--- src/common/sbl_map.vh ---
// Constant map for the subtract-with-borrow and literal-subtract execution block.
`ifndef SBL_MAP_VH
`define SBL_MAP_VH

// ==========================================================================
// Instruction decode
// ==========================================================================
`define SBL_OP_RSB_TOP      6'h15
`define SBL_OP_RSB_MSB      15
`define SBL_OP_RSB_LSB      10
`define SBL_OP_LIT_TOP      8'h08
`define SBL_OP_LIT_MSB      15
`define SBL_OP_LIT_LSB      8
`define SBL_BIT_TARGET      9
`define SBL_BIT_BANKMODE    8

// ==========================================================================
// Data-memory addressing
// ==========================================================================
`define SBL_ADDR_W          12
`define SBL_INDEX_MAX       8'h5F
`define SBL_ACCESS_LOW_PAGE 4'h0
`define SBL_ACCESS_HI_PAGE  4'hF

// ==========================================================================
// Phase codes
// ==========================================================================
`define SBL_PH_IDLE         2'h0
`define SBL_PH_READ         2'h1
`define SBL_PH_PROC         2'h2
`define SBL_PH_WRITE        2'h3

// ==========================================================================
// Register port map and status bit positions
// ==========================================================================
`define SBL_REG_ACC         3'h0
`define SBL_REG_STATUS      3'h1
`define SBL_REG_BANK        3'h2
`define SBL_REG_CONFIG      3'h3
`define SBL_REG_IDX_LO      3'h4
`define SBL_REG_IDX_HI      3'h5
`define SBL_REG_PHASE       3'h6
`define SBL_ST_BORROW       0
`define SBL_ST_NIBBLE       1
`define SBL_ST_NULL         2
`define SBL_ST_WRAP         3
`define SBL_ST_MSB          4
`define SBL_CFG_EXT         0
`define SBL_RST_ACC         8'h00
`define SBL_RST_STATUS      5'h00
`define SBL_RST_BANK        4'h0
`define SBL_RST_IDX         12'h000

`endif

--- src/core/subtract_borrow_literal_exec.v ---
// Execution unit for the reverse subtract with borrow and the literal-minus-accumulator instructions.
//
// Chosen here: strobed register access and the register addresses.
`timescale 1ns/10ps
`include "sbl_map.vh"

// How it works
// - Reverse form computes acc minus operand minus not-borrow.
// - Target bit zero writes acc, one writes memory.
// - Bank bit selects access bank or bank_pointer bank.
// - Access bank, extended set, operand <=95: indexed.
// - Negative result: msb set, null clear, borrow clear.
// - Zero result: null set, msb clear, borrow set.
// - Positive result: msb, null clear; borrow set.
// - Literal form computes literal minus accumulator.
// - Literal form writes acc, updates five flags.
module subtract_borrow_literal_exec #(
  parameter DATA_W = 8,
  parameter BANK_W = 4
) (
  input  wire                   SYS_CLK,
  input  wire                   RST_N,
  input  wire [15:0]            INSTR_WORD,
  input  wire                   INSTR_VALID,
  output wire                   INSTR_READY,
  output reg                    INSTR_DONE,
  output reg                    INSTR_UNKNOWN,
  output reg  [`SBL_ADDR_W-1:0] MEM_ADDR,
  output wire                   MEM_RD_STB,
  input  wire [DATA_W-1:0]      MEM_RD_DATA,
  output wire                   MEM_WR_STB,
  output reg  [DATA_W-1:0]      MEM_WR_DATA,
  input  wire [2:0]             REG_ADDR,
  input  wire [DATA_W-1:0]      REG_WDATA,
  input  wire                   REG_WR,
  input  wire                   REG_RD,
  output reg  [DATA_W-1:0]      REG_RDATA
);

  // ==========================================================================
  // State
  // ==========================================================================
  reg  [1:0]             phase_reg;
  reg  [1:0]             phase_next;
  reg                    is_rsb_reg;
  reg                    to_mem_reg;
  reg  [DATA_W-1:0]      literal_reg;
  reg  [DATA_W-1:0]      acc_reg;
  reg  [4:0]             status_reg;
  reg  [BANK_W-1:0]      bank_pointer_reg;
  reg                    ext_enable_reg;
  reg  [`SBL_ADDR_W-1:0] index_base_reg;
  reg  [DATA_W-1:0]      result_reg;
  reg  [4:0]             flags_reg;

  // ==========================================================================
  // Decode
  // ==========================================================================
  wire accept;
  wire dec_rsb;
  wire dec_lit;
  wire bank_mode;
  wire [7:0] operand_field;
  reg  [`SBL_ADDR_W-1:0] eff_addr;

  assign INSTR_READY   = (phase_reg == `SBL_PH_IDLE);
  assign accept        = INSTR_VALID && INSTR_READY;
  assign dec_rsb       = (INSTR_WORD[`SBL_OP_RSB_MSB:`SBL_OP_RSB_LSB] == `SBL_OP_RSB_TOP);
  assign dec_lit       = (INSTR_WORD[`SBL_OP_LIT_MSB:`SBL_OP_LIT_LSB] == `SBL_OP_LIT_TOP);
  assign bank_mode     = INSTR_WORD[`SBL_BIT_BANKMODE];
  assign operand_field = INSTR_WORD[7:0];

  // The operand address is resolved during decode, so a bank_pointer write
  // later in the same instruction cannot move the access.
  always @* begin
    if (bank_mode) begin
      eff_addr = {bank_pointer_reg, operand_field};
    end else if (ext_enable_reg && (operand_field <= `SBL_INDEX_MAX)) begin
      eff_addr = index_base_reg + {4'h0, operand_field};
    end else if (operand_field <= `SBL_INDEX_MAX) begin
      eff_addr = {`SBL_ACCESS_LOW_PAGE, operand_field};
    end else begin
      eff_addr = {`SBL_ACCESS_HI_PAGE, operand_field};
    end
  end

  // ==========================================================================
  // Phase sequencer
  // ==========================================================================
  always @* begin
    case (phase_reg)
      `SBL_PH_IDLE: begin
        if (accept && (dec_rsb || dec_lit)) begin
          phase_next = `SBL_PH_READ;
        end else begin
          phase_next = `SBL_PH_IDLE;
        end
      end
      `SBL_PH_READ:  phase_next = `SBL_PH_PROC;
      `SBL_PH_PROC:  phase_next = `SBL_PH_WRITE;
      `SBL_PH_WRITE: phase_next = `SBL_PH_IDLE;
      default:       phase_next = `SBL_PH_IDLE;
    endcase
  end

  always @(posedge SYS_CLK or negedge RST_N) begin
    if (!RST_N) begin
      phase_reg <= `SBL_PH_IDLE;
    end else begin
      phase_reg <= phase_next;
    end
  end

  // ==========================================================================
  // Arithmetic
  // ==========================================================================
  wire [DATA_W-1:0] sub_a;
  wire [DATA_W-1:0] sub_b;
  wire              sub_cin;
  wire [DATA_W-1:0] sub_diff;
  wire              sub_carry;
  wire              sub_nibble;
  wire              sub_wrap;
  wire              sub_msb;
  wire              sub_zero;

  // Reverse form: acc - operand - !borrow; literal form: literal - acc.
  assign sub_a   = is_rsb_reg ? acc_reg : literal_reg;
  assign sub_b   = is_rsb_reg ? MEM_RD_DATA : acc_reg;
  assign sub_cin = is_rsb_reg ? status_reg[`SBL_ST_BORROW] : 1'b1;

  sbl_sub_flags #(
    .WIDTH (DATA_W)
  ) u_sub (
    .minuend      (sub_a),
    .subtrahend   (sub_b),
    .carry_in     (sub_cin),
    .difference   (sub_diff),
    .carry_out    (sub_carry),
    .nibble_carry (sub_nibble),
    .sign_wrap    (sub_wrap),
    .msb_out      (sub_msb),
    .is_zero      (sub_zero)
  );

  // ==========================================================================
  // Instruction datapath
  // ==========================================================================
  assign MEM_RD_STB = (phase_reg == `SBL_PH_READ) && is_rsb_reg;
  assign MEM_WR_STB = (phase_reg == `SBL_PH_WRITE) && to_mem_reg;

  always @(posedge SYS_CLK or negedge RST_N) begin
    if (!RST_N) begin
      is_rsb_reg    <= 1'b0;
      to_mem_reg    <= 1'b0;
      literal_reg   <= {DATA_W{1'b0}};
      MEM_ADDR      <= {`SBL_ADDR_W{1'b0}};
      result_reg    <= {DATA_W{1'b0}};
      flags_reg     <= `SBL_RST_STATUS;
      MEM_WR_DATA   <= {DATA_W{1'b0}};
      INSTR_DONE    <= 1'b0;
      INSTR_UNKNOWN <= 1'b0;
    end else begin
      INSTR_DONE    <= (phase_reg == `SBL_PH_PROC);
      INSTR_UNKNOWN <= accept && !dec_rsb && !dec_lit;
      if (accept) begin
        is_rsb_reg  <= dec_rsb;
        to_mem_reg  <= dec_rsb && INSTR_WORD[`SBL_BIT_TARGET];
        literal_reg <= INSTR_WORD[7:0];
        MEM_ADDR    <= eff_addr;
      end
      if (phase_reg == `SBL_PH_PROC) begin
        result_reg  <= sub_diff;
        MEM_WR_DATA <= sub_diff;
        // Carry out of the inverted-subtrahend add is the borrow_bit: set
        // means no borrow, which covers the zero and positive cases.
        flags_reg[`SBL_ST_BORROW] <= sub_carry;
        flags_reg[`SBL_ST_NIBBLE] <= sub_nibble;
        flags_reg[`SBL_ST_NULL]   <= sub_zero;
        flags_reg[`SBL_ST_WRAP]   <= sub_wrap;
        flags_reg[`SBL_ST_MSB]    <= sub_msb;
      end
    end
  end

  // ==========================================================================
  // Software registers
  // ==========================================================================
  wire commit;
  wire sw_wr_acc;
  wire sw_wr_status;

  // The instruction commit outranks a software write landing in the same cycle.
  assign commit       = (phase_reg == `SBL_PH_WRITE);
  assign sw_wr_acc    = REG_WR && (REG_ADDR == `SBL_REG_ACC);
  assign sw_wr_status = REG_WR && (REG_ADDR == `SBL_REG_STATUS);

  always @(posedge SYS_CLK or negedge RST_N) begin
    if (!RST_N) begin
      acc_reg          <= `SBL_RST_ACC;
      status_reg       <= `SBL_RST_STATUS;
      bank_pointer_reg <= `SBL_RST_BANK;
      ext_enable_reg   <= 1'b0;
      index_base_reg   <= `SBL_RST_IDX;
    end else begin
      if (commit && !to_mem_reg) begin
        acc_reg <= result_reg;
      end else if (sw_wr_acc) begin
        acc_reg <= REG_WDATA;
      end
      if (commit) begin
        status_reg <= flags_reg;
      end else if (sw_wr_status) begin
        status_reg <= REG_WDATA[4:0];
      end
      if (REG_WR && (REG_ADDR == `SBL_REG_BANK)) begin
        bank_pointer_reg <= REG_WDATA[BANK_W-1:0];
      end
      if (REG_WR && (REG_ADDR == `SBL_REG_CONFIG)) begin
        ext_enable_reg <= REG_WDATA[`SBL_CFG_EXT];
      end
      if (REG_WR && (REG_ADDR == `SBL_REG_IDX_LO)) begin
        index_base_reg[7:0] <= REG_WDATA;
      end
      if (REG_WR && (REG_ADDR == `SBL_REG_IDX_HI)) begin
        index_base_reg[`SBL_ADDR_W-1:8] <= REG_WDATA[3:0];
      end
    end
  end

  // Read data stands only in the cycle after the strobe and is zero otherwise.
  always @(posedge SYS_CLK or negedge RST_N) begin
    if (!RST_N) begin
      REG_RDATA <= {DATA_W{1'b0}};
    end else if (REG_RD) begin
      case (REG_ADDR)
        `SBL_REG_ACC:    REG_RDATA <= acc_reg;
        `SBL_REG_STATUS: REG_RDATA <= {3'h0, status_reg};
        `SBL_REG_BANK:   REG_RDATA <= {{(DATA_W-BANK_W){1'b0}}, bank_pointer_reg};
        `SBL_REG_CONFIG: REG_RDATA <= {7'h00, ext_enable_reg};
        `SBL_REG_IDX_LO: REG_RDATA <= index_base_reg[7:0];
        `SBL_REG_IDX_HI: REG_RDATA <= {4'h0, index_base_reg[`SBL_ADDR_W-1:8]};
        `SBL_REG_PHASE:  REG_RDATA <= {6'h00, phase_reg};
        default:         REG_RDATA <= {DATA_W{1'b0}};
      endcase
    end else begin
      REG_RDATA <= {DATA_W{1'b0}};
    end
  end

endmodule // subtract_borrow_literal_exec

--- src/core/sbl_sub_flags.v ---
// Two's complement subtractor that also derives the arithmetic status flags.
`timescale 1ns/10ps
`include "sbl_map.vh"

module sbl_sub_flags #(
  parameter WIDTH = 8
) (
  input  wire [WIDTH-1:0] minuend,
  input  wire [WIDTH-1:0] subtrahend,
  input  wire             carry_in,
  output wire [WIDTH-1:0] difference,
  output wire             carry_out,
  output wire             nibble_carry,
  output wire             sign_wrap,
  output wire             msb_out,
  output wire             is_zero
);

  wire [WIDTH:0] full_sum;
  wire [4:0]     low_sum;

  // A borrow is the absence of carry when adding the inverted subtrahend.
  assign full_sum     = {1'b0, minuend} + {1'b0, ~subtrahend} + {{WIDTH{1'b0}}, carry_in};
  assign low_sum      = {1'b0, minuend[3:0]} + {1'b0, ~subtrahend[3:0]} + {4'h0, carry_in};
  assign difference   = full_sum[WIDTH-1:0];
  assign carry_out    = full_sum[WIDTH];
  assign nibble_carry = low_sum[4];
  assign sign_wrap    = (minuend[WIDTH-1] != subtrahend[WIDTH-1]) && (difference[WIDTH-1] != minuend[WIDTH-1]);
  assign msb_out      = difference[WIDTH-1];
  assign is_zero      = (difference == {WIDTH{1'b0}});

endmodule // sbl_sub_flags

--- config.mk ---
export PLATFORM = sky130hd
export DESIGN_NAME = subtract_borrow_literal_exec
export DESIGN_NICKNAME = d
export VERILOG_FILES = /design/src/core/subtract_borrow_literal_exec.v /design/src/core/sbl_sub_flags.v
export VERILOG_INCLUDE_DIRS = /design/src /design/src/common
export SDC_FILE = /design/constraint.sdc
export NUM_CORES = 1
export LEC_CHECK = 0
export BUFFER_PORTS_ARGS = -buffer_cell sky130_fd_sc_hd__clkbuf_2
export CAP_MARGIN = 40
export CORE_AREA = 2 2 102 104
export DETAILED_ROUTE_END_ITERATION = 10
export DIE_AREA = 0 0 104 106
export HOLD_SLACK_MARGIN = 0.03
export MAX_ROUTING_LAYER = met4
export PLACE_DENSITY_LB_ADDON = 0.25
export SYNTH_ARGS = -nofsm -noshare
export SYNTH_HDL_FRONTEND = slang
export SYNTH_SLANG_ARGS = --single-unit
--- constraint.sdc ---
create_clock -name SYS_CLK -period 6.3 [get_ports SYS_CLK]
set_input_delay 0 -clock SYS_CLK [delete_from_list [all_inputs] [get_ports SYS_CLK]]
set_output_delay 0 -clock SYS_CLK [all_outputs]
set_load 0.005 [all_outputs]
==> metrics.md <==
| Metric | Value |
|---|---|
| Cell mode on critical path | `fa_1` |
| Final Critical Period | `approximately 3.2 ns` |
| Mapped Cells | `431` |
| CP arrival | `3.53 ns` |
| # clock sinks | `76` |
| Final #Nets | `587` |
| Post-route insts no fill | `665` |
| GR Overflow Total | `0` |
| Worst rel slew slack | `46.2%` |
| PD cells | `437 nW/um2` |
| Fill cell count | `956` |
| WP data required | `6.60 ns` |
| CP Launch Type | `register` |
| Horiz. Die Dim | `104 um` |
| Initial antenna violation count | `0` |
| Max Root-Sink Buffers | `2` |
| Max Fclk | `310 MHz` |
| Synth top area share | `between 40 and 50%` |
| HP Class | `primary input to async pin` |
| Largest cells by area after synthesis | `dfrtp_1, mux2i_1, ha_1` |
| Met1 Resource Use GR | `between 20% and 30%` |
| Post-CTS Resized | `0` |
| Routability cong. | `0.867` |
| DR pass1 iterations | `4` |
| #FFs+latches synth | `76` |
| Distinct cells, synth | `56` |
| Crit path buf inv count | `0` |
| Syn-to-layout area delta | `21.8%` |
| Die ar. | `11000 um2` |
| CTS tree | `done` |
| MaxCap Viol Count | `0` |
| Post CTS Setup Buffer Count | `0` |
| Worst Skew | `0.00941 ns` |
| Starting Density | `43.7%` |
| Multi-input gate area | `2330 um2` |
| Crit-path cells | `mux2_2 > fa_1 > fa_1 > nor2b_4 > o311ai_2 > a21oi_2 > xnor2_1 > nor4bb_1 > a31o_1` |
| Vias/cell | `5.39` |
| CTS Hold Bufs | `25` |
| Commonest non-fill, non-tap cell in the layout | `dfrtp_1` |
| Met2 Track Usage GR | `34.2%` |
| GRT Max-Usage Layer | `met2` |
| Number of antenna diodes | `0` |
| Global-route wire length before repair | `17.9 mm` |
| Initial drt markers | `192` |
| Status | `complete, no violations` |
| Number of synthesized flops with an enable pin | `0` |
| Async SR Flop Fraction | `100%` |
| Reg clk slew, reported paths | `0.08 ns` |
| Fin. max-slew vios | `0` |
| Net Count, Synth | `494` |
| Cell family with most CP delay | `adder cells` |
| Met3 usage | `3.49%` |
| Antenna Nets Post-Route | `0` |
| Placed Cells | `624` |
| Least-Margin Pin Slew | `0.805 ns` |
| Routed WL | `11.1 mm` |
| Critical path class | `register to register` |
| # H-tree levels | `3` |
| Post-DP HPWL | `8.36 mm` |
| RSZ-0062 raised after global routing | `false` |
| Clk root buf | `clkbuf_8` |
| Synth area leader | `dfrtp_1` |
| Peak VDD IR | `a little under 200 uV` |
| Synth Warn # | `0` |
| DR WL/cell | `~17 um` |
| Post-Syn Area | `4370 um2` |
| P_leak | `2.43 nW` |
| Setup TNS | `0 ns` |
| Critical path endpoint category | `register` |
| Reg area | `1900 um2` |
| Slowest cell delay on critical path | `0.86 ns` |
| Final hold vios | `0` |
| Vias in the first global route | `3523` |
| Area of the core | `between 9000 and 10000 um2` |
| Crit path max-delay cell type | `dfrtp_1` |
| Crit Path Max Fanout | `19` |
| Prevailing post-synth register cell | `dfrtp_1` |
| Vias | `3586` |
| Die height | `106 um` |
| GRT Total Usage | `between 20% and 30%` |
| Total CTS buffers | `9` |
| # rows | `37` |
| Commonest cells after routing, fill and taps aside | `dfrtp_1, clkbuf_2, nand2_1, mux2i_1, nor2_1` |
| Final period util | `51.2%` |
| Sequential fraction of the synthesis area | `a little over two fifths` |
| Worst skew pair latency | `0.36 ns` |
| Detailed-route DRC error count | `0` |
| # port buffers | `72` |
| Post-Syn Area per Cell | `10.1 um2` |
| Fraction of layout cells with a size suffix above 1 | `22.7%` |
| Largest net degree at the start of global routing | `60` |
| I/O pin cnt | `73` |
| Final setup fails | `0` |
==> final cells by class <==
class / count / area share [%]
multi-input combinational: 325 / 43.8
sequential: 76 / 35.7
clock buffer: 12 / 2.73
timing repair buffer: 100 / 12.3
inverter: 12 / 0.846
clock inverter: 4 / 1.36
tap: 136 / 3.20
==> through the flow <==
step	instance area, um2	setup WS (ns)	power, mW	hold slack (ns)	util [%]
after floorplan	4370	3.38	1.58	-0.296	-
after global placement	4820	3.16	1.87	0.209	48.2
after detailed placement	4860	3.08	1.90	-0.0998	48.6
after CTS	5330	3.06	2.34	0.0547	53.3
after global routing	5330	2.89	2.51	0.0894	53.3
final	5330	3.08	2.33	0.0564	53.3
==> power by group <==
part	total, mW	switching (mW)	leakage (nW)	internal (mW)
registers	0.842	0.171	0.935	0.671
logic	1.06	0.566	1.39	0.499
clock network	0.418	0.184	0.107	0.234
==> final timing paths <==
| kind | startpoint | end | slack [ns] | depth (start not counted) |
|---|---|---|---|---|
| worst max-delay path | is_rsb_reg | flags_reg[2] | 3.08 | 9 |
| worst min-delay path | RST_N | MEM_ADDR[2] | 0.06 | 2 |
| worst max register to register | is_rsb_reg | flags_reg[2] | 3.08 | 9 |
| worst min register to register | status_reg[4] | status_reg[4] | 0.49 | 2 |
| max in group asynchronous | RST_N | REG_RDATA[7] | 5.68 | 3 |
| min in group SYS_CLK | REG_WR | ext_enable_reg | 0.07 | 3 |
==> worst register-to-register path, delay by kind of cell, from the launching register on <==
kind / cells / cell delay (ns)
xor gates and xnor gates: 1 / 0.14
and+or+nand+nor: 2 / 0.40
DFF: 1 / 0.86
muxes: 1 / 0.44
adders and majority gates: 2 / 0.89
AOI/OAI and AO/OA: 3 / 0.45
==> kinds of logic (layout without fill, tap and decap cells) <==
| logic type | after synthesis | after routing | share of synthesized area, % |
|---|---|---|---|
| simple gates | 136 | 136 | 15.0 |
| mux | 61 | 61 | 15.1 |
| compound gates | 95 | 95 | 14.3 |
| fa+ha+maj | 23 | 23 | 7.10 |
| xor+xnor | 10 | 10 | 2.00 |
| flops | 76 | 76 | 43.5 |
| buf+inv | 30 | 128 | 3.09 |
==> per-layer routing <==
metal,part of all wire [%],up-vias
li1,-,1727
met1,46,1773
met2,48,72
met3,3.8,14
met4,2.0,0
met5,0,-
==> cell usage after synthesis, types with 2 or more instances <==
master and n:
ha_1 20, nor4bb_1 2, mux2_1 7, mux2i_1 32
buf_1 2, nor2_1 26, fa_1 3, clkbuf_1 5
inv_1 12, and3_1 2, buf_2 9, nor3b_1 4
nor3_1 7, nor2b_1 9, a21oi_1 18, o21ai_1 16
a211oi_1 3, nor4_1 3, nand2_1 63, nor4b_1 2
o31ai_1 2, nand4b_1 2, a21oi_2 2, o21a_1 5
and2_1 5, o221ai_1 2, mux2_2 21, a22oi_1 4
o211ai_1 4, dfrtp_1 76, o211a_1 2, o22ai_1 4
nand2b_1 2, o21ai_0 20, xnor2_1 9, nand3_1 3
a31oi_1 4
No activity file was read; power rests on OpenSTA's default activity.
